$ cat src/hdl/vbc_cfg.svh
/*
 * constants of the vco band calibration pair: register offsets, field
 * positions, reset values and timing counts.
 * assumes it is included by bare name wherever a figure is needed.
 */
`ifndef VBC_CFG_SVH
`define VBC_CFG_SVH

// ****************************************************
// register offsets
// ****************************************************
`define VBC_REG_RDIV 6'h02
`define VBC_REG_INTG 6'h03
`define VBC_REG_FRAC 6'h04
`define VBC_REG_VLINK 6'h05
`define VBC_REG_MODE 6'h06
`define VBC_REG_LOCK 6'h07
`define VBC_REG_CALCFG 6'h0a
`define VBC_REG_STATUS 6'h10

// ****************************************************
// field positions
// ****************************************************
`define VBC_MODE_FRAC_BIT 11
`define VBC_RELOCK_BIT 13
`define VBC_CAL_DIS_BIT 11
`define VBC_N_LO 0
`define VBC_N_HI 2
`define VBC_K_LO 6
`define VBC_K_HI 7
`define VBC_M_LO 13
`define VBC_M_HI 14
`define VBC_VLINK_KEEP_HI 6
`define VBC_FRAC_BITS 24

// ****************************************************
// reset values
// ****************************************************
`define VBC_RST_RDIV 14'h0001
`define VBC_RST_WORD 24'h00_0000
`define VBC_RST_SW 8'h00

// ****************************************************
// timing
// ****************************************************
`define VBC_MCLK_HZ 50000000
`define VBC_CAL_CLK_MAX_HZ 50000000
`define VBC_WAIT_UNIT 128
`define VBC_LINK_SLOTS 20
`define VBC_LINK_BITS 16

`endif

$ cat src/hdl/vbc_pkg.sv
/*
 * types shared by both ends of the vco band calibration pair.
 * assumes vbc_cfg.svh is compiled alongside.
 */
package vbc_pkg;
	// calibration engine states
	typedef enum logic [2:0] {
		VBC_IDLE, VBC_WAIT, VBC_SEND, VBC_MEAS, VBC_DECIDE
	} vbc_state_type;
	// host sequencer states
	typedef enum logic [2:0] {
		VBC_H_IDLE, VBC_H_SW, VBC_H_INT, VBC_H_FRAC, VBC_H_RAW
	} vbc_hstate_type;
	typedef logic [5:0] vbc_addr_type;
	typedef logic [23:0] vbc_word_type;
endpackage
$ cat src/hdl/vbc_link_if.sv
/*
 * register port between the host end and the synthesizer end.
 * assumes one shared clock; writes and reads are one-cycle strobes.
 */
`timescale 1ns/100ps
`default_nettype none
interface vbc_link_if;
	logic wr_stb;
	logic rd_stb;
	vbc_pkg::vbc_addr_type addr;
	vbc_pkg::vbc_word_type wdata;
	vbc_pkg::vbc_word_type rdata;
	logic rvalid;
	modport dev (input wr_stb, rd_stb, addr, wdata, output rdata, rvalid);
	modport host (output wr_stb, rd_stb, addr, wdata, input rdata, rvalid);
endinterface
`default_nettype wire

$ cat src/hdl/vbc_device.sv
/*
 * synthesizer end: register file, vco band search engine and the
 * internal serial link towards the vco subsystem.
 * assumes mclk is the reference clock and vco_tick pulses once per
 * counted vco cycle, synchronous to mclk.
 */
// What this block does
// - calibrate once per frequency change when enabled
// - send switch via link word, address untouched
// - host sets link address and id first
// - relock option reruns calibration exactly once
// - selected switch readable in status register
// - cal disabled: link writes go straight out
// - link transfer takes sixteen link clocks
// - engine clock is reference over 1/4/16/32
// - host keeps engine clock at most 50 MHz
// - fractional write calibrates, loads modulator after
// - cal disabled: fractional value loads at once
// - integer mode: integer write calibrates then loads
// - same-value rewrite reruns calibration again
// - window is reference period times R times 2^n
// - expected count is floor of N times 2^n
// - five-bit bank, measurements, 20-clock transfers
// - k times 128 wait clocks per calibration
// - host writes fraction each change, integer if changed
// - manual: switch transfer first, then frequency
`include "vbc_cfg.svh"
`timescale 1ns/100ps
`default_nettype none
module vbc_device #(
	parameter int SW_BITS = 5
) (
	input wire logic mclk,
	input wire logic rst_n,
	vbc_link_if.dev bus,
	input wire logic vco_tick,
	input wire logic lock_detect,
	output logic link_clk,
	output logic link_data,
	output logic link_en,
	output logic [23:0] mod_frac,
	output logic mod_frac_load,
	output logic [18:0] presc_int,
	output logic presc_load,
	output logic cal_busy
);
	import vbc_pkg::*;

	// ****************************************************
	// decode helpers
	// ****************************************************
	// engine clock divider mask for codes 0..3 (divide 1, 4, 16, 32)
	function automatic logic [4:0] div_mask(input logic [1:0] code);
		case (code)
			2'd0: div_mask = 5'h00;
			2'd1: div_mask = 5'h03;
			2'd2: div_mask = 5'h0f;
			default: div_mask = 5'h1f;
		endcase
	endfunction
	// window exponent: codes above 3 skip n = 4
	function automatic logic [3:0] win_exp(input logic [2:0] code);
		win_exp = (code > 3'd3) ? {1'b0, code} + 4'd1 : {1'b0, code};
	endfunction

	// ****************************************************
	// state
	// ****************************************************
	logic [13:0] rdiv, next_rdiv;
	logic [18:0] intg, next_intg;
	logic [23:0] frac, next_frac, vlink, next_vlink, mode, next_mode;
	logic [23:0] lockcfg, next_lockcfg, calcfg, next_calcfg;
	logic [7:0] sw_status, next_sw_status;
	logic [4:0] div_cnt, next_div_cnt;
	logic tick, next_tick;
	vbc_state_type state, next_state;
	logic [2:0] bit_idx, next_bit_idx;
	logic [7:0] trial, next_trial, best, next_best;
	logic [26:0] best_err, next_best_err, vcount, next_vcount;
	logic [21:0] wcnt, next_wcnt;
	logic [9:0] wait_cnt, next_wait_cnt;
	logic [15:0] shreg, next_shreg;
	logic [4:0] slot, next_slot;
	logic final_q, next_final_q, manual_q, next_manual_q;
	logic pend_frac, next_pend_frac, pend_int, next_pend_int;
	logic relock_used, next_relock_used, lock_q, next_lock_q;
	logic next_link_clk, next_link_data, next_link_en;
	logic [23:0] next_mod_frac, rdata_q, next_rdata_q;
	logic next_mod_frac_load, next_presc_load, rvalid_q, next_rvalid_q;
	logic [18:0] next_presc_int;
	logic [50:0] scaled;
	logic [26:0] expected, diff;
	logic cal_off, frac_mode, wr_int, wr_frac, wr_link, relock_go;

	assign cal_off = calcfg[`VBC_CAL_DIS_BIT];
	assign frac_mode = mode[`VBC_MODE_FRAC_BIT];
	assign wr_int = bus.wr_stb && bus.addr == `VBC_REG_INTG;
	assign wr_frac = bus.wr_stb && bus.addr == `VBC_REG_FRAC;
	assign wr_link = bus.wr_stb && bus.addr == `VBC_REG_VLINK;
	// expected count: integer and fraction scaled by 2^n, fraction dropped
	assign scaled = {8'h00, intg, frac} << win_exp(calcfg[`VBC_N_HI:`VBC_N_LO]);
	assign expected = scaled[50:`VBC_FRAC_BITS];
	assign diff = (vcount > expected) ? vcount - expected : expected - vcount;
	// relock fires on the falling lock indication, once per frequency
	assign relock_go = lockcfg[`VBC_RELOCK_BIT] && lock_q && !lock_detect
		&& !relock_used && !cal_off;

	assign bus.rdata = rdata_q;
	assign bus.rvalid = rvalid_q;

	// ****************************************************
	// next-state logic of registers, divider, engine and link
	// ****************************************************
	always_comb begin
		next_rdiv = rdiv;
		next_intg = intg;
		next_frac = frac;
		next_vlink = vlink;
		next_mode = mode;
		next_lockcfg = lockcfg;
		next_calcfg = calcfg;
		next_sw_status = sw_status;
		next_state = state;
		next_bit_idx = bit_idx;
		next_trial = trial;
		next_best = best;
		next_best_err = best_err;
		next_vcount = vcount;
		next_wcnt = wcnt;
		next_wait_cnt = wait_cnt;
		next_shreg = shreg;
		next_slot = slot;
		next_final_q = final_q;
		next_manual_q = manual_q;
		next_pend_frac = pend_frac;
		next_pend_int = pend_int;
		next_relock_used = relock_used;
		next_lock_q = lock_detect;
		next_link_clk = 1'b0;
		next_link_data = link_data;
		next_link_en = link_en;
		next_mod_frac = mod_frac;
		next_mod_frac_load = 1'b0;
		next_presc_int = presc_int;
		next_presc_load = 1'b0;
		next_rvalid_q = bus.rd_stb;
		next_rdata_q = rdata_q;
		// engine clock enable from the reference
		next_tick = (div_cnt == div_mask(calcfg[`VBC_M_HI:`VBC_M_LO]));
		next_div_cnt = next_tick ? 5'h00 : div_cnt + 5'h01;
		// register reads; the status word carries the selected switch
		if (bus.rd_stb) begin
			case (bus.addr)
				`VBC_REG_RDIV: next_rdata_q = {10'h000, rdiv};
				`VBC_REG_INTG: next_rdata_q = {5'h00, intg};
				`VBC_REG_FRAC: next_rdata_q = frac;
				`VBC_REG_VLINK: next_rdata_q = vlink;
				`VBC_REG_MODE: next_rdata_q = mode;
				`VBC_REG_LOCK: next_rdata_q = lockcfg;
				`VBC_REG_CALCFG: next_rdata_q = calcfg;
				`VBC_REG_STATUS: next_rdata_q = {16'h0000, sw_status};
				default: next_rdata_q = `VBC_RST_WORD;
			endcase
		end
		// register writes
		if (bus.wr_stb) begin
			case (bus.addr)
				`VBC_REG_RDIV: next_rdiv = bus.wdata[13:0];
				`VBC_REG_INTG: next_intg = bus.wdata[18:0];
				`VBC_REG_FRAC: next_frac = bus.wdata;
				`VBC_REG_VLINK: next_vlink = bus.wdata;
				`VBC_REG_MODE: next_mode = bus.wdata;
				`VBC_REG_LOCK: next_lockcfg = bus.wdata;
				`VBC_REG_CALCFG: next_calcfg = bus.wdata;
				default: next_rdiv = rdiv;
			endcase
		end
		// engine sequencing
		case (state)
			VBC_IDLE: begin
				next_link_en = 1'b0;
			end
			VBC_WAIT: begin
				if (tick) begin
					if (wait_cnt <= 10'h001) begin
						next_state = VBC_SEND;
						next_shreg = {1'b0, trial, vlink[`VBC_VLINK_KEEP_HI:0]};
						next_slot = 5'h00;
					end else begin
						next_wait_cnt = wait_cnt - 10'h001;
					end
				end
			end
			VBC_SEND: begin
				// 16 clocked bits, then idle slots up to 20 engine clocks
				if (tick) begin
					next_link_en = (slot < 5'(`VBC_LINK_BITS));
					if (slot < 5'(`VBC_LINK_BITS)) begin
						next_link_data = shreg[15];
						next_link_clk = 1'b1;
						next_shreg = {shreg[14:0], 1'b0};
					end
					next_slot = slot + 5'h01;
					if (slot == 5'(`VBC_LINK_SLOTS - 1)) begin
						next_link_en = 1'b0;
						if (manual_q || final_q) begin
							next_state = VBC_IDLE;
						end else begin
							next_state = VBC_MEAS;
							next_vcount = 27'h000_0000;
							next_wcnt = 22'({8'h00, rdiv} <<
								win_exp(calcfg[`VBC_N_HI:`VBC_N_LO]));
						end
						// calibration over: publish switch and load frequency
						if (final_q) begin
							next_sw_status = trial;
							if (pend_frac) begin
								next_mod_frac = frac;
								next_mod_frac_load = 1'b1;
							end
							if (pend_int) begin
								next_presc_int = intg;
								next_presc_load = 1'b1;
							end
							next_pend_frac = 1'b0;
							next_pend_int = 1'b0;
						end
					end
				end
			end
			VBC_MEAS: begin
				// count vco cycles over the reference-timed window
				if (vco_tick) begin
					next_vcount = vcount + 27'h000_0001;
				end
				if (wcnt <= 22'h00_0001) begin
					next_state = VBC_DECIDE;
				end
				next_wcnt = wcnt - 22'h00_0001;
			end
			VBC_DECIDE: begin
				next_state = VBC_SEND;
				next_slot = 5'h00;
				// keep the closest trial; too fast means keep the bit set
				if (diff < best_err) begin
					next_best = trial;
					next_best_err = diff;
				end
				if (vcount <= expected) begin
					next_trial[bit_idx] = 1'b0;
				end
				if (bit_idx == 3'd0) begin
					next_final_q = 1'b1;
					next_trial = (diff < best_err) ? trial : best;
				end else begin
					next_bit_idx = bit_idx - 3'd1;
					next_trial[bit_idx - 3'd1] = 1'b1;
				end
				next_shreg = {1'b0, next_trial, vlink[`VBC_VLINK_KEEP_HI:0]};
			end
			default: next_state = VBC_IDLE;
		endcase
		// calibration start: frequency write or single relock attempt
		if ((wr_frac && frac_mode) || (wr_int && !frac_mode) || relock_go) begin
			if (cal_off) begin
				if (wr_frac && frac_mode) begin
					next_mod_frac = bus.wdata;
					next_mod_frac_load = 1'b1;
				end
				if (wr_int) begin
					next_presc_int = bus.wdata[18:0];
					next_presc_load = 1'b1;
				end
			end else begin
				next_state = VBC_WAIT;
				next_wait_cnt = 10'({calcfg[`VBC_K_HI:`VBC_K_LO], 7'h00});
				next_bit_idx = 3'(SW_BITS - 1);
				next_trial = 8'h00;
				next_trial[SW_BITS - 1] = 1'b1;
				next_best = 8'h00;
				next_best_err = 27'h7ff_ffff;
				next_final_q = 1'b0;
				next_manual_q = 1'b0;
				next_link_en = 1'b0;
				next_pend_frac = pend_frac || (wr_frac && frac_mode);
				next_pend_int = pend_int || (wr_int && !frac_mode);
				next_relock_used = relock_go;
			end
		end else if (wr_link && cal_off) begin
			// manual switch word goes out unchanged, no search
			next_state = VBC_SEND;
			next_shreg = bus.wdata[15:0];
			next_slot = 5'h00;
			next_manual_q = 1'b1;
			next_final_q = 1'b0;
		end
	end

	// ****************************************************
	// registers
	// ****************************************************
	always_ff @(posedge mclk or negedge rst_n) begin
		if (!rst_n) begin
			rdiv <= `VBC_RST_RDIV;
			intg <= 19'h0_0000;
			frac <= `VBC_RST_WORD;
			vlink <= `VBC_RST_WORD;
			mode <= `VBC_RST_WORD;
			lockcfg <= `VBC_RST_WORD;
			calcfg <= `VBC_RST_WORD;
			sw_status <= `VBC_RST_SW;
			div_cnt <= 5'h00;
			tick <= 1'b0;
			state <= VBC_IDLE;
			bit_idx <= 3'd0;
			trial <= 8'h00;
			best <= 8'h00;
			best_err <= 27'h000_0000;
			vcount <= 27'h000_0000;
			wcnt <= 22'h00_0000;
			wait_cnt <= 10'h000;
			shreg <= 16'h0000;
			slot <= 5'h00;
			final_q <= 1'b0;
			manual_q <= 1'b0;
			pend_frac <= 1'b0;
			pend_int <= 1'b0;
			relock_used <= 1'b0;
			lock_q <= 1'b0;
			link_clk <= 1'b0;
			link_data <= 1'b0;
			link_en <= 1'b0;
			mod_frac <= `VBC_RST_WORD;
			mod_frac_load <= 1'b0;
			presc_int <= 19'h0_0000;
			presc_load <= 1'b0;
			rdata_q <= `VBC_RST_WORD;
			rvalid_q <= 1'b0;
			cal_busy <= 1'b0;
		end else begin
			rdiv <= next_rdiv;
			intg <= next_intg;
			frac <= next_frac;
			vlink <= next_vlink;
			mode <= next_mode;
			lockcfg <= next_lockcfg;
			calcfg <= next_calcfg;
			sw_status <= next_sw_status;
			div_cnt <= next_div_cnt;
			tick <= next_tick;
			state <= next_state;
			bit_idx <= next_bit_idx;
			trial <= next_trial;
			best <= next_best;
			best_err <= next_best_err;
			vcount <= next_vcount;
			wcnt <= next_wcnt;
			wait_cnt <= next_wait_cnt;
			shreg <= next_shreg;
			slot <= next_slot;
			final_q <= next_final_q;
			manual_q <= next_manual_q;
			pend_frac <= next_pend_frac;
			pend_int <= next_pend_int;
			relock_used <= next_relock_used;
			lock_q <= next_lock_q;
			link_clk <= next_link_clk;
			link_data <= next_link_data;
			link_en <= next_link_en;
			mod_frac <= next_mod_frac;
			mod_frac_load <= next_mod_frac_load;
			presc_int <= next_presc_int;
			presc_load <= next_presc_load;
			rdata_q <= next_rdata_q;
			rvalid_q <= next_rvalid_q;
			cal_busy <= (next_state != VBC_IDLE);
		end
	end
endmodule // vbc_device
`default_nettype wire

$ cat src/flat_wrapper.sv
// flat-port wrapper written by rule: the top's interface ports become plain ports
module vbc_device_flat import vbc_pkg::*;
#(
	parameter int SW_BITS = 5
)
  (mclk, rst_n, vco_tick, lock_detect, link_clk, link_data, link_en, mod_frac, mod_frac_load, presc_int, presc_load, cal_busy, bus_wr_stb, bus_rd_stb, bus_addr, bus_wdata, bus_rdata, bus_rvalid);
  vbc_link_if bus_i ();
  input wire logic mclk;
  input wire logic rst_n;
  input wire logic vco_tick;
  input wire logic lock_detect;
  output logic link_clk;
  output logic link_data;
  output logic link_en;
  output logic [23:0] mod_frac;
  output logic mod_frac_load;
  output logic [18:0] presc_int;
  output logic presc_load;
  output logic cal_busy;
  input wire logic [$bits(bus_i.wr_stb)-1:0] bus_wr_stb;
  input wire logic [$bits(bus_i.rd_stb)-1:0] bus_rd_stb;
  input wire logic [$bits(bus_i.addr)-1:0] bus_addr;
  input wire logic [$bits(bus_i.wdata)-1:0] bus_wdata;
  output wire logic [$bits(bus_i.rdata)-1:0] bus_rdata;
  output wire logic [$bits(bus_i.rvalid)-1:0] bus_rvalid;
  assign bus_i.wr_stb = bus_wr_stb;
  assign bus_i.rd_stb = bus_rd_stb;
  assign bus_i.addr = bus_addr;
  assign bus_i.wdata = bus_wdata;
  assign bus_rdata = bus_i.rdata;
  assign bus_rvalid = bus_i.rvalid;
  vbc_device #(.SW_BITS(SW_BITS)) u_core (.mclk(mclk), .rst_n(rst_n), .bus(bus_i), .vco_tick(vco_tick), .lock_detect(lock_detect), .link_clk(link_clk), .link_data(link_data), .link_en(link_en), .mod_frac(mod_frac), .mod_frac_load(mod_frac_load), .presc_int(presc_int), .presc_load(presc_load), .cal_busy(cal_busy));
endmodule
$ cat config.mk
export PLATFORM = sky130hd
export DESIGN_NAME = vbc_device_flat
export DESIGN_NICKNAME = d
export VERILOG_FILES = /design/src/hdl/vbc_pkg.sv /design/src/hdl/vbc_link_if.sv /design/src/hdl/vbc_device.sv /design/src/flat_wrapper.sv
export VERILOG_INCLUDE_DIRS = /design/src /design/src/hdl
export SDC_FILE = /design/constraint.sdc
export NUM_CORES = 1
export LEC_CHECK = 0
export BUFFER_PORTS_ARGS = -buffer_cell sky130_fd_sc_hd__buf_4
export CAP_MARGIN = 25
export CORE_MARGIN = 3
export CORE_UTILIZATION = 60
export DETAILED_ROUTE_END_ITERATION = 8
export PLACE_DENSITY = 0.78
export REMOVE_ABC_BUFFERS = 1
export SYNTH_ARGS = -nofsm -noshare
export SYNTH_HDL_FRONTEND = slang
export SYNTH_SLANG_ARGS = --single-unit
$ cat constraint.sdc
create_clock -name mclk -period 10.6 [get_ports mclk]
set_clock_uncertainty 0.15 [all_clocks]
set_input_delay 2.65 -clock mclk [delete_from_list [all_inputs] [get_ports mclk]]
set_output_delay 2.65 -clock mclk [all_outputs]
set_load 0.05 [all_outputs]
==> results.sh, run 1 <==
export IMPL_status="finished clean"
export IMPL_htreeDepth=2
export IMPL_initial_utilization_pct=61.7
export IMPL_antenna_found_initial=1
export IMPL_grt_total_usage_pct=32.8
export IMPL_yosysMostFrequentCell="dfrtp_1"
export IMPL_start_kind="register"
export IMPL_drive_above_1_share_pct=16.9
export IMPL_timing_rr_start="u_core.calcfg[0]$_DFFE_PN0P_"
export IMPL_antenna_left=0
export IMPL_synth_area_per_cell_sq_um=9.46
export IMPL_crit_type="reg -> reg"
export IMPL_worstPathArrival_ps=9840
export IMPL_setup_violations=0
export IMPL_grt_overflow=0
export IMPL_cp_top_family="simple AND/OR/NAND/NOR gates"
export IMPL_numPortBuffers=109
export IMPL_die_h_um=201
export IMPL_max_stage_delay_ps=780
export IMPL_syn_to_final_growth_pct=11.4
export IMPL_fin_crit_ps=9540
export IMPL_clockRootBuffer="clkbuf_16"
export IMPL_crit_fanout=28
export IMPL_nets=2584
export IMPL_routedWlPerCell_um=22.7
export IMPL_synth_edff_count=0
export IMPL_gp_congestion=0.943
export IMPL_end_kind="register"
export IMPL_clk_pin_slew_ps=60
export IMPL_fin_util_pct=68.7
export IMPL_wirelength_um=67900
export IMPL_power_density_nw_per_um2=196
export IMPL_clock_fmax_mhz=105
export IMPL_yosysSeqAreaShare_pct=41.1
export IMPL_antenna_cells=0
export IMPL_grt_max_degree=151
export IMPL_crit_slowest_cell="o21ai_4"
export IMPL_core_sq_um=37100
export IMPL_worst_slew_pin_slew_ps=1080
export IMPL_crit_buf_inv=1
export IMPL_seqPwrFrac_pct=38.7
export IMPL_maxCapViolCount=0
export IMPL_cts_setup_buffers=0
export IMPL_drv_slew=0
export IMPL_cts_buffer_depth=3
export IMPL_cts_hold_repair_buffers=0
export IMPL_combPwrFrac_pct=31.2
export IMPL_p_sw_mw=1.82
export IMPL_dp_slack_ps=1270
export IMPL_grt_pass1_vias=19300
export IMPL_clk_latency_ps=580
export IMPL_synth_area_sq_um=22900
export IMPL_fin_tns_setup_ps=0
export IMPL_crit_top_cell="ha_1"
export IMPL_rsz0062_at_grt="no"
export IMPL_drc=0
export IMPL_drt_iter0_markers=1979
export IMPL_die_area_sq_um=40500
export IMPL_synth_cell_types=86
export IMPL_drt_vias_per_instance=6.50
export IMPL_peakVddDrop_mv=0.148
export IMPL_die_w_um=201
export IMPL_hp_start="u_core.relock_used$_DFFE_PN0P_"
export IMPL_first_pass_iters=8
export IMPL_clock_sinks=376
export IMPL_sw_frac_of_total_pct=36.3
export IMPL_cellLeakagePower_nw=11.8
export IMPL_internal_power_mw=3.18
export IMPL_syn_inst=2420
export IMPL_finalHoldViolCount=0
export IMPL_rows=70
export IMPL_cts_repair_resized=0
export IMPL_worstHoldPathType="reg -> reg"
export IMPL_place_hpwl_um=47900
export IMPL_synth_area_top_cells="dfrtp_1 41%, mux2_2 8.3%, mux2i_1 7.6%"
export IMPL_yosys_top_cells_count="375 x dfrtp_1, 250 x nand2_1, 189 x nor2_1, 174 x mux2i_1, 168 x mux2_2"
export IMPL_synth_top_cell_area_share_pct=41.0
export IMPL_cts_buffers=41
export IMPL_synthFlopType="dfrtp_1"
export IMPL_cts_tree="done"
export IMPL_yosysTopAreaCell="dfrtp_1"
export IMPL_startpoint="u_core.calcfg[0]$_DFFE_PN0P_"
export IMPL_io_pins=110
export IMPL_design_area_sq_um=25500
export IMPL_ys_ff_latch=376
export IMPL_cp_required_ps=10910
export IMPL_finalCritPeriodShare_pct=90.0
export IMPL_ys_warn_count=0
export IMPL_vias=19400
export IMPL_grt_pass1_wl_um=107000
export IMPL_async_reset_ff_share_pct=100
export IMPL_slew_headroom_pct=27.5
export IMPL_worst_slack_ps=1060
export IMPL_placed_area_sq_um=24100
export IMPL_pwr_share_clk_pct=30.1
==> cells by family after synthesis <==
group	share of synthesized area [%]
flops	41.1
simple gates	13.5
fa+ha+maj	5.09
mux	15.9
buf+inv	5.12
compound gates	16.9
xor+xnor	2.37
==> state kept, by name, summed over array words and instances (netlist names), 14 cells and up <==
| signal | flops |
|---|---|
| u_core.shreg | 16 |
| u_core.wcnt | 22 |
| u_core.bus.rdata | 24 |
| u_core.vlink | 24 |
| u_core.rdiv | 14 |
| u_core.calcfg | 24 |
| u_core.intg | 19 |
| u_core.best_err | 27 |
| u_core.mode | 24 |
| u_core.lockcfg | 24 |
| u_core.mod_frac | 24 |
| u_core.presc_int | 19 |
| u_core.frac | 24 |
| u_core.vcount | 27 |
==> metal layers <==
metal / share of wire, % / routed length (um) / track usage [%] / up-vias
met5: 0 / 0 / 0 / -
met2: 46 / 31400 / 52.7 / 946
met4: 4.0 / 2700 / 13.7 / 0
li1: - / - / - / 8759
met3: 8.6 / 5860 / 5.57 / 166
met1: 41 / 28000 / 44.4 / 9567
==> area by class of cell <==
class                           count  area, sq um
Multi-Input combinational cell   1753        12400
Inverter                          131          492
Fill cell                        2851        11600
Clock inverter                     18          260
Tap cell                          504          631
Clock buffer                       55         1150
Timing Repair Buffer              153         1180
Sequential cell                   376         9410
==> power by group through the flow <==
stage	Sequential [mW]	Clock [mW]	Combinational [mW]
2_1_floorplan	1.85	0	1.13
3_3_place_gp	1.93	0	1.47
3_5_place_dp	1.94	0	1.52
4_1_cts	1.92	1.52	1.53
5_1_grt	1.96	1.59	1.72
6_report	1.93	1.50	1.56
==> cells in the final DEF (no fill, tap or decap), types with 43 or more instances in the layout <==
cell type and count:
a21oi_1 153, mux2i_1 174, xnor2_1 47, dfrtp_1 375, buf_4 150, ha_1 90, o21ai_0 117, nor3_1 43
a22oi_1 56, nor2_1 188, nand2_1 250, inv_1 130, mux2_2 168
==> worst register-to-register path, stage by stage (launching register included) <==
cell and delay [ps]:
dfrtp_1 490, ha_1 270, ha_1 300, nand2b_1 260
o21ai_4 780, mux2i_1 250, mux2i_1 270, mux2i_1 130
o21ai_0 500, ha_1 490, nand4_1 350, nor4_1 490
and2_1 330, a21o_1 450, buf_4 400, a211oi_1 130
a2111o_1 480, nor3b_2 200, xnor2_1 180, ha_1 280
and3_1 180, nand4_1 110, o21bai_1 90, o31a_1 420
or3_1 730, or3_1 440, o31ai_1 220, nor2b_1 80
==> metrics by stage <==
stage               hold WS (ps)  std cells  total power, mW
finish                       334       2990             5.00
global route                 368       2990             5.26
CTS                          336       2990             4.97
detailed placement           321       2917             3.46
global placement             321       2917             3.40
floorplan                    296       2260             2.98
==> path summary, 6_finish.rpt <==
kind,cells past startpoint,end,slack (ps)
worst max-delay path,27,u_core.best_err[26]$_DFF_PN0_,1060
worst min-delay path,2,u_core.relock_used$_DFFE_PN0P_,330
worst max register to register,27,u_core.best_err[26]$_DFF_PN0_,1060
worst min register to register,2,u_core.relock_used$_DFFE_PN0P_,330
max in group asynchronous,3,u_core.intg[8]$_DFFE_PN0P_,6260
min in group asynchronous,1,u_core.vcount[9]$_DFFE_PN0P_,2000
No activity file was read; power rests on OpenSTA's default activity.
==> inputs of run 2 (changes only) <==
--- a/config.mk
+++ b/config.mk
@@ -12,6 +12,7 @@
 export CORE_UTILIZATION = 60
 export DETAILED_ROUTE_END_ITERATION = 8
 export PLACE_DENSITY = 0.78
+export RECOVER_POWER = 50
 export REMOVE_ABC_BUFFERS = 1
 export SYNTH_ARGS = -nofsm -noshare
 export SYNTH_HDL_FRONTEND = slang
==> results.sh, run 2 (synthesis results as in run 1) <==
export IMPL_status="complete, but fails checks"
export IMPL_violations="capacitance limit, slew limit"
export IMPL_drt_vias_per_instance=6.51
export IMPL_vias=19500
export IMPL_hold_depth=2
export IMPL_cp_required_ps=10910
export IMPL_drc=0
export IMPL_top_regs="u_core.best_err: 27 flops, u_core.vcount: 27 flops"
export IMPL_drv_slew=145
export IMPL_routedWlPerCell_um=22.6
export IMPL_rr_endpoint="u_core.best_err[26]$_DFF_PN0_"
export IMPL_cts_buffers=41
export IMPL_antenna_found_initial=1
export IMPL_drt_iter0_markers=2078
export IMPL_startpoint="u_core.calcfg[0]$_DFFE_PN0P_"
export IMPL_initial_utilization_pct=61.7
export IMPL_cts_setup_buffers=0
export IMPL_grt_total_usage_pct=32.8
export IMPL_antenna_left=0
export IMPL_core_sq_um=37100
export IMPL_cts_repair_resized=0
export IMPL_clockRootBuffer="clkbuf_16"
export IMPL_rows=70
export IMPL_reg2reg_slack_ps=1090
export IMPL_cts_hold_repair_buffers=0
export IMPL_cts_tree="done"
export IMPL_fin_crit_ps=9510
export IMPL_grt_overflow=0
export IMPL_end_kind="register"
export IMPL_final_common_cell="dfrtp_1"
export IMPL_use_met3_pct=5.57
export IMPL_fin_cells=2990
export IMPL_crit_type="reg -> reg"
export IMPL_power_density_nw_per_um2=198
export IMPL_cts_buffer_depth=3
export IMPL_numPortBuffers=109
export IMPL_max_stage_delay_ps=780
export IMPL_grt_pass1_wl_um=107000
export IMPL_design_area_sq_um=25300
export IMPL_place_hpwl_um=47900
export IMPL_grt_max_degree=151
export IMPL_crit_slowest_cell="o21ai_4"
export IMPL_crit_fanout=28
export IMPL_drive_above_1_share_pct=14.3
export IMPL_timing_rr_start="u_core.calcfg[0]$_DFFE_PN0P_"
export IMPL_clock_fmax_mhz=105
export IMPL_grt_pass1_vias=19300
export IMPL_setup_violations=0
export IMPL_finalCritPeriodShare_pct=89.7
export IMPL_placed_area_sq_um=24100
export IMPL_finalHoldViolCount=0
export IMPL_io_pins=110
export IMPL_clock_sinks=376
export IMPL_clk_pin_slew_ps=60
export IMPL_hp_start="u_core.relock_used$_DFFE_PN0P_"
export IMPL_antenna_cells=0
export IMPL_r2r_cells=27
export IMPL_die_w_um=201
export IMPL_use_met2_pct=52.7
export IMPL_fillCellCount=2938
export IMPL_final_cell_mix="375 x dfrtp_1, 250 x nand2_1, 188 x nor2_1"
export IMPL_nets=2584
export IMPL_die_area_sq_um=40500
export IMPL_grt_util_met1_pct=44.4
export IMPL_start_kind="register"
export IMPL_fin_util_pct=68.0
export IMPL_syn_to_final_growth_pct=10.3
export IMPL_whs_endpoint="u_core.relock_used$_DFFE_PN0P_"
export IMPL_crit_top_cell="ha_1"
export IMPL_worstHoldPathType="reg -> reg"
export IMPL_cellLeakagePower_nw=11.5
export IMPL_die_h_um=201
export IMPL_gp_congestion=0.943
export IMPL_worstPathArrival_ps=9820
export IMPL_peakVddDrop_mv=0.148
export IMPL_htreeDepth=2
export IMPL_slew_headroom_pct=-329
export IMPL_first_pass_iters=7
export IMPL_worst_slew_pin_slew_ps=6440
export IMPL_rsz0062_at_grt="no"
export IMPL_maxCapViolCount=2
export IMPL_clk_latency_ps=580
export IMPL_wirelength_um=67700
export IMPL_dp_cells=2917
export IMPL_grt_busiest_layer="met2"
run 2: cell count changes in the layout (fill, tap and decap cells not counted), sizes merged:
cell    before  now
buf        153   85
clkbuf      55  123
run 2: through the flow:
step                      total power [mW]  TNS, ps  setup WS [ps]  hold WS (ps)
after floorplan                       2.98   -59820          -2090           296
after global placement                3.40        0           1410           321
after detailed placement              3.46        0           1270           321
after CTS                             4.97        0           1290           336
after global routing                  5.26        0            433           368
final                                 4.99        0           1090           329
run 2: report_power, final:
group,internal [mW],switching (mW)
registers,1.67,0.261
clock network,0.889,0.617
logic,0.618,0.936
total,3.18,1.81
run 2: worst max path at each step:
stage / cells after the start / end / slack (ps)
final: 27 / u_core.best_err[26]$_DFF_PN0_ / 1090
after global routing: 3 / u_core.rdiv[4]$_DFFE_PN0P_ / 430
after CTS: 27 / u_core.best_err[26]$_DFF_PN0_ / 1290
after detailed placement: 29 / u_core.best_err[22]$_DFF_PN0_ / 1270
after global placement: 27 / u_core.best_err[26]$_DFF_PN0_ / 1410
after floorplan: 30 / u_core.best_err[22]$_DFF_PN0_ / -2090
run 2: layout make-up:
class                      count  area [sq um]  share of cell area [%]
multi-input combinational   1753         12400                    49.1
sequential                   376          9410                    37.3
clock buffer                  55          1150                    4.55
timing repair buffer         153           927                    3.67
tap                          504           631                    2.50
inverter                     131           492                    1.95
clock inverter                18           260                    1.03
run 2: critical path: cells and delay by family, from the launching register on:
family                     cells  cell delay [ps]
xor gates and xnor gates       1              180
buffers and inverters          1              400
muxes                          3              640
and+or+nand+nor               10             3170
DFF                            1              490
adders and majority gates      4             1320
AOI/OAI and AO/OA              8             3020
run 2: per-layer routing:
layer	vias to the layer above	part of all wire (%)
met1	9604	42
met5	-	0
met4	0	4.0
met3	168	8.0
li1	8762	-
met2	938	46
